## src/shared/pmt_consts.svh

```systemverilog
`ifndef PMT_CONSTS_SVH
`define PMT_CONSTS_SVH

// ==========================================
// register byte offsets
`define PMT_OFS_CONTROL 12'h000
`define PMT_OFS_COUNT_LOW 12'h004
`define PMT_OFS_COUNT_HIGH 12'h008
`define PMT_OFS_PERIOD_LOW 12'h00c
`define PMT_OFS_PERIOD_HIGH 12'h010
`define PMT_OFS_IRQ_STATUS 12'h014
`define PMT_OFS_IRQ_MASK 12'h018

// ==========================================
// control field positions and the irq status match flag bit
`define PMT_BIT_RUN 0
`define PMT_BIT_CLK_SRC 1
`define PMT_BIT_ASYNC 2
`define PMT_BIT_PS_LO 3
`define PMT_BIT_PS_HI 4
`define PMT_BIT_ONE_SHOT 5
`define PMT_BIT_TRIG_RST_DIS 6
`define PMT_BIT_SLEEP_RUN 7
`define PMT_BIT_MATCH_FLAG 0

// ==========================================
// reset values
`define PMT_RST_CONTROL 8'h00
`define PMT_RST_COUNT 16'h0000
`define PMT_RST_PERIOD 16'hffff
`define PMT_RST_IRQ 8'h00

// ==========================================
// timing: clock 50 MHz, instruction cycle is four clock phases
`define PMT_CLK_NS 20
`define PMT_QPHASES 4
`define PMT_QCNT_LAST 2'h3

`endif

```

## src/shared/pmt_pkg.sv

```systemverilog
package pmt_pkg;

  typedef struct packed {
    logic [11:0] paddr;
    logic psel;
    logic penable;
    logic pwrite;
    logic [31:0] pwdata;
  } pmt_apb_req_t;

  typedef struct packed {
    logic [31:0] prdata;
    logic pready;
    logic pslverr;
  } pmt_apb_rsp_t;

  typedef enum logic [2:0] {
    PMT_REG_CONTROL = 3'b000,
    PMT_REG_COUNT_LOW = 3'b001,
    PMT_REG_COUNT_HIGH = 3'b010,
    PMT_REG_PERIOD_LOW = 3'b011,
    PMT_REG_PERIOD_HIGH = 3'b100,
    PMT_REG_IRQ_STATUS = 3'b101,
    PMT_REG_IRQ_MASK = 3'b110,
    PMT_REG_NONE = 3'b111
  } pmt_reg_t;

  typedef struct packed {
    logic [7:0] control;
    logic [15:0] count;
    logic [15:0] period;
    logic [7:0] high_buffer;
    logic [7:0] irq_status;
    logic [7:0] irq_mask;
    logic [2:0] prescale;
    logic [1:0] qphase;
    logic ext_sync1;
    logic ext_sync2;
    logic ext_prev;
    logic [31:0] prdata;
    logic [7:0] snap_high;
    logic trigger;
    logic wake;
  } pmt_state_t;

endpackage

```

## src/rtl/pmt_timer.sv

```systemverilog
// How it works
// - The counter advances only while timer_run (control bit 0) is set, and clearing it stops counting.
// - While SLEEP_I is high the timer runs only as an asynchronous counter (bits 1 and 2 set) and only if sleep_run_enable (control bit 7) is set.
// - An incoming special event trigger clears the count only while trigger_reset_disable (bit 6) is 0.
// - one_shot_select (bit 5) picks single-shot when 1 and continuous counting when 0.
// - prescale_select (bits 4:3) divides the count clock by 1, 2, 4 or 8 for codes 00, 01, 10, 11.
// - async_select (bit 2) takes the external pin unsynchronized at 1 and synchronized at 0, ignored for internal.
// - clock_source_select (bit 1) counts the external pin when 1 and the instruction-cycle clock when 0.
// - The count is two bytes, and the mapped low byte is the live low byte, read and written directly.
// - The live high byte moves only through a buffer register that transfers with each low-byte access.
// - Each byte counts 00h to FFh and a low-byte overflow carries into the high byte.
// - When the count equals the period pair it rolls to zero and sets period_match_flag.
// - Synchronous timer, synchronous counter and asynchronous counter configurations are all supported.
// - In timer configuration the count steps on the first quarter-phase of each instruction cycle.
// - A period match while in Sleep raises the wake output.
// - Each period match pulses the special event trigger output, so the block works as a delay timer.
`timescale 1ns/10ps
`default_nettype none
`include "pmt_consts.svh"

module pmt_timer
  import pmt_pkg::*;
(
  input wire logic CLK_I, // 50 MHz system clock
  input wire logic RSTN_I, // async reset, active low
  input wire logic [11:0] PADDR_I, // apb address
  input wire logic PSEL_I, // apb select
  input wire logic PENABLE_I, // apb enable
  input wire logic PWRITE_I, // apb direction
  input wire logic [31:0] PWDATA_I, // apb write data
  output logic [31:0] PRDATA_O, // apb read data
  output logic PREADY_O, // apb ready
  output logic PSLVERR_O, // apb error on unmapped address
  input wire logic EXT_COUNT_I, // ext_count_input pin
  input wire logic SLEEP_I, // device is in sleep
  input wire logic TRIG_RESET_I, // incoming special event trigger
  output logic TRIG_O, // outgoing special event trigger pulse
  output logic WAKE_O, // wake request pulse
  output logic IRQ_O // level interrupt
);

  // ==========================================
  // address decode
  function automatic pmt_reg_t decode(input logic [11:0] addr);
    pmt_reg_t r;
    r = PMT_REG_NONE;
    if (addr == `PMT_OFS_CONTROL) begin
      r = PMT_REG_CONTROL;
    end else if (addr == `PMT_OFS_COUNT_LOW) begin
      r = PMT_REG_COUNT_LOW;
    end else if (addr == `PMT_OFS_COUNT_HIGH) begin
      r = PMT_REG_COUNT_HIGH;
    end else if (addr == `PMT_OFS_PERIOD_LOW) begin
      r = PMT_REG_PERIOD_LOW;
    end else if (addr == `PMT_OFS_PERIOD_HIGH) begin
      r = PMT_REG_PERIOD_HIGH;
    end else if (addr == `PMT_OFS_IRQ_STATUS) begin
      r = PMT_REG_IRQ_STATUS;
    end else if (addr == `PMT_OFS_IRQ_MASK) begin
      r = PMT_REG_IRQ_MASK;
    end
    return r;
  endfunction

  pmt_apb_req_t req;
  pmt_apb_rsp_t rsp;
  pmt_state_t st;
  pmt_state_t next_st;
  pmt_reg_t sel_reg;
  logic setup_phase;
  logic access_done;
  logic do_write;
  logic do_read;

  assign req = '{paddr: PADDR_I, psel: PSEL_I, penable: PENABLE_I, pwrite: PWRITE_I, pwdata: PWDATA_I};
  assign sel_reg = decode(req.paddr);
  assign setup_phase = req.psel && !req.penable;
  assign access_done = req.psel && req.penable;
  assign do_write = access_done && req.pwrite && (sel_reg != PMT_REG_NONE);
  assign do_read = access_done && !req.pwrite;

  // zero wait states: every access phase completes in its first cycle
  assign rsp.pready = req.psel && req.penable;
  assign rsp.pslverr = access_done && (sel_reg == PMT_REG_NONE);
  assign rsp.prdata = st.prdata;

  assign PRDATA_O = rsp.prdata;
  assign PREADY_O = rsp.pready;
  assign PSLVERR_O = rsp.pslverr;
  assign TRIG_O = st.trigger;
  assign WAKE_O = st.wake;
  assign IRQ_O = |(st.irq_status & st.irq_mask);

  // ==========================================
  // next state
  logic run;
  logic ext_src;
  logic async_sel;
  logic one_shot;
  logic [1:0] ps_sel;
  logic q1_tick;
  logic ext_edge;
  logic src_tick;
  logic running;
  logic [2:0] ps_last;
  logic step;
  logic match;
  logic trig_clear;

  always_comb begin
    next_st = st;
    run = st.control[`PMT_BIT_RUN];
    ext_src = st.control[`PMT_BIT_CLK_SRC];
    async_sel = st.control[`PMT_BIT_ASYNC];
    one_shot = st.control[`PMT_BIT_ONE_SHOT];
    ps_sel = st.control[`PMT_BIT_PS_HI:`PMT_BIT_PS_LO];

    // quarter-phase divider; the tick marks the first phase
    next_st.qphase = st.qphase + 2'h1;
    q1_tick = (st.qphase == `PMT_QCNT_LAST);

    // synchronized path uses the second flop; async path sees the raw pin
    next_st.ext_sync1 = EXT_COUNT_I;
    next_st.ext_sync2 = st.ext_sync1;
    next_st.ext_prev = async_sel ? EXT_COUNT_I : st.ext_sync2;
    ext_edge = async_sel ? (EXT_COUNT_I && !st.ext_prev) : (st.ext_sync2 && !st.ext_prev);

    // timer, sync counter or async counter
    src_tick = ext_src ? ext_edge : q1_tick;

    // only the unsynchronized pin keeps counting in sleep, the core clocks stop
    running = run;
    if (SLEEP_I) begin
      running = run && st.control[`PMT_BIT_SLEEP_RUN] && ext_src && async_sel;
    end

    // prescaler: divide by 1, 2, 4, 8
    case (ps_sel)
      2'b00: ps_last = 3'h0;
      2'b01: ps_last = 3'h1;
      2'b10: ps_last = 3'h3;
      default: ps_last = 3'h7;
    endcase
    step = 1'b0;
    if (running && src_tick) begin
      if (st.prescale >= ps_last) begin
        next_st.prescale = 3'h0;
        step = 1'b1;
      end else begin
        next_st.prescale = st.prescale + 3'h1;
      end
    end

    match = 1'b0;
    next_st.trigger = 1'b0;
    next_st.wake = 1'b0;
    if (step) begin
      if (st.count == st.period) begin
        match = 1'b1;
        next_st.count = `PMT_RST_COUNT;
      end else begin
        next_st.count = st.count + 16'h0001; // low carry into high
      end
    end
    if (match) begin
      next_st.trigger = 1'b1;
      next_st.wake = SLEEP_I;
      if (one_shot) begin
        next_st.control[`PMT_BIT_RUN] = 1'b0;
      end
    end

    trig_clear = TRIG_RESET_I && !st.control[`PMT_BIT_TRIG_RST_DIS];
    if (trig_clear) begin
      next_st.count = `PMT_RST_COUNT;
      next_st.prescale = 3'h0;
    end

    // ==========================================
    // register reads: data captured in setup, side effects at completion
    if (setup_phase) begin
      next_st.prdata = 32'h0000_0000;
      next_st.snap_high = st.count[15:8];
      if (sel_reg == PMT_REG_CONTROL) begin
        next_st.prdata = {24'h00_0000, st.control};
      end else if (sel_reg == PMT_REG_COUNT_LOW) begin
        next_st.prdata = {24'h00_0000, st.count[7:0]};
      end else if (sel_reg == PMT_REG_COUNT_HIGH) begin
        next_st.prdata = {24'h00_0000, st.high_buffer};
      end else if (sel_reg == PMT_REG_PERIOD_LOW) begin
        next_st.prdata = {24'h00_0000, st.period[7:0]};
      end else if (sel_reg == PMT_REG_PERIOD_HIGH) begin
        next_st.prdata = {24'h00_0000, st.period[15:8]};
      end else if (sel_reg == PMT_REG_IRQ_STATUS) begin
        next_st.prdata = {24'h00_0000, st.irq_status};
      end else if (sel_reg == PMT_REG_IRQ_MASK) begin
        next_st.prdata = {24'h00_0000, st.irq_mask};
      end
    end

    if (do_read) begin
      if (sel_reg == PMT_REG_COUNT_LOW) begin
        // high byte as it stood with the low byte that was returned
        next_st.high_buffer = st.snap_high;
      end else if (sel_reg == PMT_REG_IRQ_STATUS) begin
        // only bits actually returned are cleared, later events survive
        next_st.irq_status = st.irq_status & ~st.prdata[7:0];
      end
    end

    // ==========================================
    // register writes override the counter in the same cycle
    if (do_write) begin
      if (sel_reg == PMT_REG_CONTROL) begin
        next_st.control = req.pwdata[7:0];
      end else if (sel_reg == PMT_REG_COUNT_LOW) begin
        next_st.count = {st.high_buffer, req.pwdata[7:0]};
        next_st.prescale = 3'h0;
      end else if (sel_reg == PMT_REG_COUNT_HIGH) begin
        next_st.high_buffer = req.pwdata[7:0];
      end else if (sel_reg == PMT_REG_PERIOD_LOW) begin
        next_st.period[7:0] = req.pwdata[7:0];
      end else if (sel_reg == PMT_REG_PERIOD_HIGH) begin
        next_st.period[15:8] = req.pwdata[7:0];
      end else if (sel_reg == PMT_REG_IRQ_MASK) begin
        next_st.irq_mask = req.pwdata[7:0];
      end
    end

    // set wins over a clearing read in the same cycle
    if (match) begin
      next_st.irq_status[`PMT_BIT_MATCH_FLAG] = 1'b1;
    end
  end

  // ==========================================
  // state register
  always_ff @(posedge CLK_I or negedge RSTN_I) begin
    if (!RSTN_I) begin
      st.control <= `PMT_RST_CONTROL;
      st.count <= `PMT_RST_COUNT;
      st.period <= `PMT_RST_PERIOD;
      st.high_buffer <= 8'h00;
      st.irq_status <= `PMT_RST_IRQ;
      st.irq_mask <= `PMT_RST_IRQ;
      st.prescale <= 3'h0;
      st.qphase <= 2'h0;
      st.ext_sync1 <= 1'b0;
      st.ext_sync2 <= 1'b0;
      st.ext_prev <= 1'b0;
      st.prdata <= 32'h0000_0000;
      st.snap_high <= 8'h00;
      st.trigger <= 1'b0;
      st.wake <= 1'b0;
    end else begin
      st <= next_st;
    end
  end

endmodule
`default_nettype wire

```

## config.mk

```make
export PLATFORM = sky130hd
export DESIGN_NAME = pmt_timer
export DESIGN_NICKNAME = d
export VERILOG_FILES = /design/src/shared/pmt_pkg.sv /design/src/rtl/pmt_timer.sv
export VERILOG_INCLUDE_DIRS = /design/src /design/src/shared
export SDC_FILE = /design/constraint.sdc
export NUM_CORES = 1
export LEC_CHECK = 0
export ABC_AREA = 1
export BUFFER_PORTS_ARGS = -buffer_cell sky130_fd_sc_hd__buf_2
export CORE_UTILIZATION = 52
export CTS_CLUSTER_SIZE = 40
export DETAILED_ROUTE_END_ITERATION = 7
export PLACE_DENSITY = 0.78
export SLEW_MARGIN = 20
export SYNTH_ARGS = -nofsm -noshare
export SYNTH_HDL_FRONTEND = slang
export SYNTH_SLANG_ARGS = --single-unit
```

## constraint.sdc

```tcl
create_clock -name CLK_I -period 2 [get_ports CLK_I]
set_input_delay 0.5 -clock CLK_I [delete_from_list [all_inputs] [get_ports CLK_I]]
set_output_delay 0.5 -clock CLK_I [all_outputs]
set_load 0.05 [all_outputs]
```

### After elaboration in Yosys (flattened, before gate mapping)

Index checks and enable logic that the tools add are counted.

* add/subtract/negate cells: 3
* magnitude comparators: 1
* equal/unequal tests: 19
* muxes and demuxes: 50
* bitwise operators: 8
* reduce and logical (&&, ||, !) cells: 29

Operators with widths (count)
* two-way mux 8 bit: 14
* two-way mux 16 bit: 6
* two-way mux 41 bit: 1
* two-way mux 40 bit: 1
* == test 12 x 5 -> 1 bit, second input constant: 3
* two-way mux 3 bit: 10
* == test 12 x 4 -> 1 bit, second input constant: 2
* two-way mux 24 bit: 1
* adder 16 x 1 -> 16 bit, second input constant: 1
* AND 8 bit: 2
* == test 16 bit: 1
* logical AND 1 bit: 13
* two-way mux 1 bit: 13
* == test 12 x 3 -> 1 bit, second input constant: 1
* == test 3 bit, second input constant: 4
* logical NOT 12 bit: 1
* case mux 3 bit (3 select lines): 1
* NOT 8 bit: 1
* OR reduction 8 bit: 1
* AND reduction 7 bit: 1
* == test 3 x 2 -> 1 bit, second input constant: 2
* two-way mux 2 bit: 3
* AND reduction 3 bit: 2
* AND reduction 6 bit: 1
* 15 further kinds: 24

* register bits after elaboration: 114
* input port bits: 52
* output and inout bits: 37
* word-level logic and storage cells: 128

### Longest topological paths before layout

* word-level depth: 16
* depth in mapped cells: 12
* gate-level depth less buffers: 12

### Worst setup path after synthesis

Ideal clock, no wire load.

* path kind: input port to output port
* start point: input port PADDR_I[8]
* end point: output port PSLVERR_O
* arrival time: 2.605 ns
* required time: 1.500 ns
* setup slack: -1.105 ns
* cell stages on the path: 7
* path buffers: 1
* path through: inv_1 nand3_4 nor2_2 buf_6 nand2_4 nand3_2 nor4_1

* cells in the longest elaborated chain, start to end: 10
* elaborated cells between the ends (all ways): 16
* those cells by class: eq/ne (7); mux (7); reduce/logical (2)

RTL lines
* start, declared: line pmt_timer.sv:26 `input wire logic [11:0] PADDR_I,`
* == test 12 x 5 -> 1 bit (no source line)
* two-way mux 1 bit: line pmt_timer.sv:59 `` end else if (addr == `PMT_OFS_IRQ_MASK) begin ``
* two-way mux 2 bit: line pmt_timer.sv:57 `` end else if (addr == `PMT_OFS_IRQ_STATUS) begin ``
* two-way mux 2 bit: line pmt_timer.sv:55 `` end else if (addr == `PMT_OFS_PERIOD_HIGH) begin ``
* two-way mux 3 bit: line pmt_timer.sv:53 `` end else if (addr == `PMT_OFS_PERIOD_LOW) begin ``
* two-way mux 3 bit: line pmt_timer.sv:51 `` end else if (addr == `PMT_OFS_COUNT_HIGH) begin ``
* two-way mux 3 bit: line pmt_timer.sv:49 `` end else if (addr == `PMT_OFS_COUNT_LOW) begin ``
* two-way mux 3 bit (*): line pmt_timer.sv:47 `` if (addr == `PMT_OFS_CONTROL) begin ``
* == test 3 bit (*): line pmt_timer.sv:84 `assign rsp.pslverr = access_done && (sel_reg == PMT_REG_NONE);`
* logical AND 1 bit (*): line pmt_timer.sv:84
* end, declared: line pmt_timer.sv:33 `output logic PSLVERR_O,`

Mark *: on every way between the ends. The rest lies on a longest branch, timed or not.

### Final worst setup path

* start point: register st[53] (netlist bit)
* end point: output port IRQ_O

* cells in the longest elaborated chain, start to end: 2

RTL lines
* start, declared: line pmt_timer.sv:67 `pmt_state_t st;`
* start signal, assigned: line pmt_timer.sv:256 `st <= next_st;`
* AND 8 bit: line pmt_timer.sv:92 `assign IRQ_O = |(st.irq_status & st.irq_mask);`
* OR reduction 8 bit: line pmt_timer.sv:92
* end, declared: line pmt_timer.sv:39 `output logic IRQ_O`

Every way passes these cells.

==> report_table.html <==
<table>
<tr><th>Metric</th><th>Value</th></tr>
<tr><th colspan="2">Status</th></tr>
<tr><td>Run status</td><td>complete, but fails checks</td></tr>
<tr><td>Failing checks</td><td>setup timing</td></tr>
<tr><th colspan="2">Placed design</th></tr>
<tr><td>Placed insts</td><td>980</td></tr>
<tr><td>GPL Wtd Cong</td><td>~0.94</td></tr>
<tr><td>Quantity of I/O buffers inserted on ports</td><td>40</td></tr>
<tr><td>Post-Place Setup Slack</td><td>-0.227 ns</td></tr>
<tr><td>Post-DP HPWL</td><td>11.5 mm</td></tr>
<tr><th colspan="2">Timing</th></tr>
<tr><td>Final worst clock skew</td><td>0.00988 ns</td></tr>
<tr><td>Setup Total Neg Slack</td><td>-0.0689 ns</td></tr>
<tr><td>Worst-Margin Slew</td><td>0.781 ns</td></tr>
<tr><td>Max transition margin</td><td>47.9%</td></tr>
<tr><td>Period Utilization, post-route</td><td>102%</td></tr>
<tr><td>Shortest period the worst path allows</td><td>2.04 ns</td></tr>
<tr><td>Number of endpoints failing setup at the final stage</td><td>2</td></tr>
<tr><td>Max-slew violations</td><td>0</td></tr>
<tr><td>Unrepaired setup endpoints after global routing</td><td>yes</td></tr>
<tr><td>Max Freq</td><td>between 400 and 500 MHz</td></tr>
<tr><td>PnR worst setup slack</td><td>-0.0375 ns</td></tr>
<tr><td>Endpoints failing hold</td><td>0</td></tr>
<tr><th colspan="2">Global routing</th></tr>
<tr><td>Grt met1 use</td><td>between 40% and 50%</td></tr>
<tr><td>Total congestion overflow</td><td>0</td></tr>
<tr><td>Number of global-route vias before repair</td><td>5,076</td></tr>
<tr><td>Fraction of met3 tracks used by global routing</td><td>4.43%</td></tr>
<tr><td>Met2 track utilization from global routing</td><td>46.9%</td></tr>
<tr><td>Pin count of the biggest net entering global routing</td><td>39</td></tr>
<tr><td>Most heavily used metal layer in global routing</td><td>met2</td></tr>
<tr><td>Number of antenna violations at the first check in global routing</td><td>0</td></tr>
<tr><td>Total routing resource utilization after global routing</td><td>between 20% and 30%</td></tr>
<tr><td>First-pass GRT wire length</td><td>25.2 mm</td></tr>
<tr><th colspan="2">Floorplan</th></tr>
<tr><td>Number of standard-cell rows in the floorplan</td><td>37</td></tr>
<tr><td>Total Die Area</td><td>0.0110 mm2</td></tr>
<tr><td>Initial Utilization</td><td>53.4%</td></tr>
<tr><td>Die Y-Extent</td><td>105 um</td></tr>
<tr><td>Core Footprint</td><td>between 0.01 and 0.015 mm2</td></tr>
<tr><td>I/O pin count</td><td>a little under 90</td></tr>
<tr><td>DIE WIDTH</td><td>105 um</td></tr>
<tr><th colspan="2">Drt</th></tr>
<tr><td>Routed wirelength normalized by instance count</td><td>15.7 um</td></tr>
<tr><td>Number of DRC markers after the initial detailed-route iteration</td><td>between 400 and 500</td></tr>
<tr><td>TritonRoute pass-1 iters</td><td>5</td></tr>
<tr><td>Remaining antenna violation count after routing</td><td>0</td></tr>
<tr><td>DRC violations left</td><td>0</td></tr>
<tr><td>Total vias in the final route</td><td>5,398</td></tr>
<tr><td>Routed WL</td><td>15.8 mm</td></tr>
<tr><td>Avg Vias per Cell</td><td>5.33</td></tr>
<tr><th colspan="2">Clock network</th></tr>
<tr><td>Clock sink count</td><td>90</td></tr>
<tr><td>CTS root buffer</td><td>clkbuf_8</td></tr>
<tr><td>Hold-fix buffer count after cts</td><td>0</td></tr>
<tr><td>TritonCTS clock tree</td><td>built</td></tr>
<tr><td>Reg clk slew, reported paths</td><td>around 0.11 ns</td></tr>
<tr><td>Total clock buffers created by CTS</td><td>9</td></tr>
<tr><td>Clock network latency to the later pin of the worst-skew pair</td><td>0.38 ns</td></tr>
<tr><td>Clock buffer depth</td><td>2</td></tr>
<tr><td>H-Tree Level Count</td><td>3</td></tr>
<tr><th colspan="2">Synth</th></tr>
<tr><td>Largest cells by area after synthesis</td><td>dfrtp_1, nand2_1, dfstp_2, nand3_1, inv_1</td></tr>
<tr><td>Main synth FF type</td><td>dfrtp_1</td></tr>
<tr><td>Post-synth top cells</td><td>nand2_1, inv_1, nand3_1</td></tr>
<tr><td>Top-count cell post-synth</td><td>nand2_1</td></tr>
<tr><td>Count of flip-flops with a built-in enable after synthesis</td><td>0</td></tr>
<tr><td>Ys Warns</td><td>0</td></tr>
<tr><td>Synthesized instance count</td><td>770</td></tr>
<tr><td>Area share of the leading cell type in the synthesized netlist</td><td>33.6%</td></tr>
<tr><td>Share of the yosys chip area belonging to registers</td><td>41.2%</td></tr>
<tr><td>Number of distinct library cells after synthesis</td><td>37</td></tr>
<tr><td>Yosys reg bits</td><td>90</td></tr>
<tr><td>Async set-or-reset flop fraction in the synthesized netlist</td><td>100%</td></tr>
<tr><td>Netlist area before placement</td><td>0.00552 mm2</td></tr>
<tr><td>Mean Syn Cell Area</td><td>~7 um2</td></tr>
<tr><td>Library cell occupying the most area in the post-synthesis netlist</td><td>dfrtp_1</td></tr>
<tr><th colspan="2">Critical path</th></tr>
<tr><td>RR Endpoint</td><td>st[101]</td></tr>
<tr><td>Startpoint Class</td><td>flop</td></tr>
<tr><td>Setup slack of the most critical reg-to-reg path</td><td>about 0.020 ns</td></tr>
<tr><td>CP Data Arrival Time</td><td>1.54 ns</td></tr>
<tr><td>Crit Reg-Reg Startpoint</td><td>ps_sel[0]</td></tr>
<tr><td>Crit path from</td><td>st[53]</td></tr>
<tr><td>CP Max Fanout</td><td>2</td></tr>
<tr><td>Path type of the worst setup path</td><td>reg -&gt; out</td></tr>
<tr><td>Worst path required time</td><td>1.50 ns</td></tr>
<tr><td>Count of cells along the worst register-to-register path</td><td>10</td></tr>
<tr><td>Critical Path End Type</td><td>output pin</td></tr>
<tr><td>End point of the critical path</td><td>IRQ_O</td></tr>
<tr><th colspan="2">Finish</th></tr>
<tr><td>Share of cells above drive strength 1</td><td>24.5%</td></tr>
<tr><td>Net count reported at finish</td><td>just over 900</td></tr>
<tr><td>Number of antenna cells inserted</td><td>0</td></tr>
<tr><td>Area growth from synthesis to layout</td><td>21.8%</td></tr>
<tr><td>Post-route non-filler standard cell count</td><td>1,012</td></tr>
<tr><th colspan="2">Pwr</th></tr>
<tr><td>Power density over the cells</td><td>528 mW/mm2</td></tr>
<tr><td>Peak ir drop on the vdd network</td><td>0.000360 V</td></tr>
<tr><td>Standby leakage power</td><td>between 3 and 4 nW</td></tr>
<tr><td>Tot Pwr</td><td>approximately 0.0036 W</td></tr>
<tr><th colspan="2">Min path</th></tr>
<tr><td>Hold Crit Class</td><td>in -&gt; async</td></tr>
<tr><th colspan="2">Run</th></tr>
<tr><td>Max-cap violation count</td><td>0</td></tr>
</table>
layout make-up:
class	instances	area [um2]
Fill cell	868	3610
Multi-Input combinational cell	557	2800
Sequential cell	90	2270
Timing Repair Buffer	111	882
Inverter	102	393
Tap cell	136	170
Clock buffer	9	124
Clock inverter	7	73.8
report_power, final:
part | leakage (nW) | total [W] | switching, W | internal, W
Clock | 0.104 | 0.00127 | 0.000772 | 0.000502
Sequential | 1.09 | 0.00188 | 0.0000291 | 0.00185
Combinational | 2.54 | 0.000397 | 0.000289 | 0.000108
Total | 3.73 | 0.00355 | 0.00109 | 0.00246
flip-flops by register name, indices dropped and copies added, names as in the netlist:
signal     count
st            73
ext_src        1
one_shot       1
PRDATA_O       8
next_st        1
run            1
async_sel      1
ps_sel         2
WAKE_O         1
TRIG_O         1
timing repair:
action	4_1_cts	5_1_grt
pin swaps	10	11
gates cloned	0	1
setup endpoints to repair	15	19
gates resized for setup	31	33
endpoints found under the hold margin	0	0
buffers inserted	12	3
cells by family after synthesis:
kind of cell / count (synthesis) / synth area share [%]
compound gates: 63 / 6.42
xor+xnor: 4 / 0.635
fa+ha+maj: 6 / 1.36
buf+inv: 146 / 12.5
flops: 90 / 41.2
mux: 8 / 1.45
other cells: 1 / 0.0680
simple gates: 452 / 36.3
critical path, stage by stage, from the launching register on:
cell and delay (ns):
dfrtp_1 0.41, a22o_1 0.24, a221oi_2 0.18, nand3_1 0.15, buf_6 0.18
cells in the final DEF (no fill, tap or decap), drive strengths merged:
cell type and n:
clkinv 1, nand3 83, nand3b 1, and2 1, a221oi 1, inv 108
nor4 1, mux2i 8, clkbuf 9, dfstp 16, ha 6, o21ai 53
a21oi 7, nand4 20, conb 24, nor3 6, nand2 260, buf 111
a31oi 1, xor2 4, a22o 1, or2 1, nor2 78, or3b 1
dfrtp 74
per-stage QoR:
step | instance area (um2) | util [%] | hold slack (ns)
after floorplan | 5640 | - | 0.204
after global placement | 6180 | 59.8 | 0.333
after detailed placement | 6180 | 59.8 | 0.354
after CTS | 6580 | 63.7 | 0.108
after global routing | 6720 | 65.1 | 0.122
final | 6720 | 65.1 | 0.0921
metal layers:
metal,vias to the layer above,part of all wire (%)
met5,-,0
met4,0,3.5
met3,41,7.7
met2,240,47
met1,2536,42
li1,2581,-
worst min path at each step:
| stage | start | end | slack, ns | cells past startpoint |
|---|---|---|---|---|
| 2_1_floorplan | RSTN_I | PRDATA_O[0] | 0.20 | 0 |
| 4_1_cts | RSTN_I | st[65] | 0.11 | 1 |
| 5_1_grt | RSTN_I | PRDATA_O[7] | 0.12 | 1 |
| 3_3_place_gp | next_st[43] | st[43] | 0.33 | 0 |
| 6_report | RSTN_I | st[65] | 0.09 | 1 |
| 3_5_place_dp | next_st[43] | st[43] | 0.35 | 0 |
(Power assumes the default switching activity.)
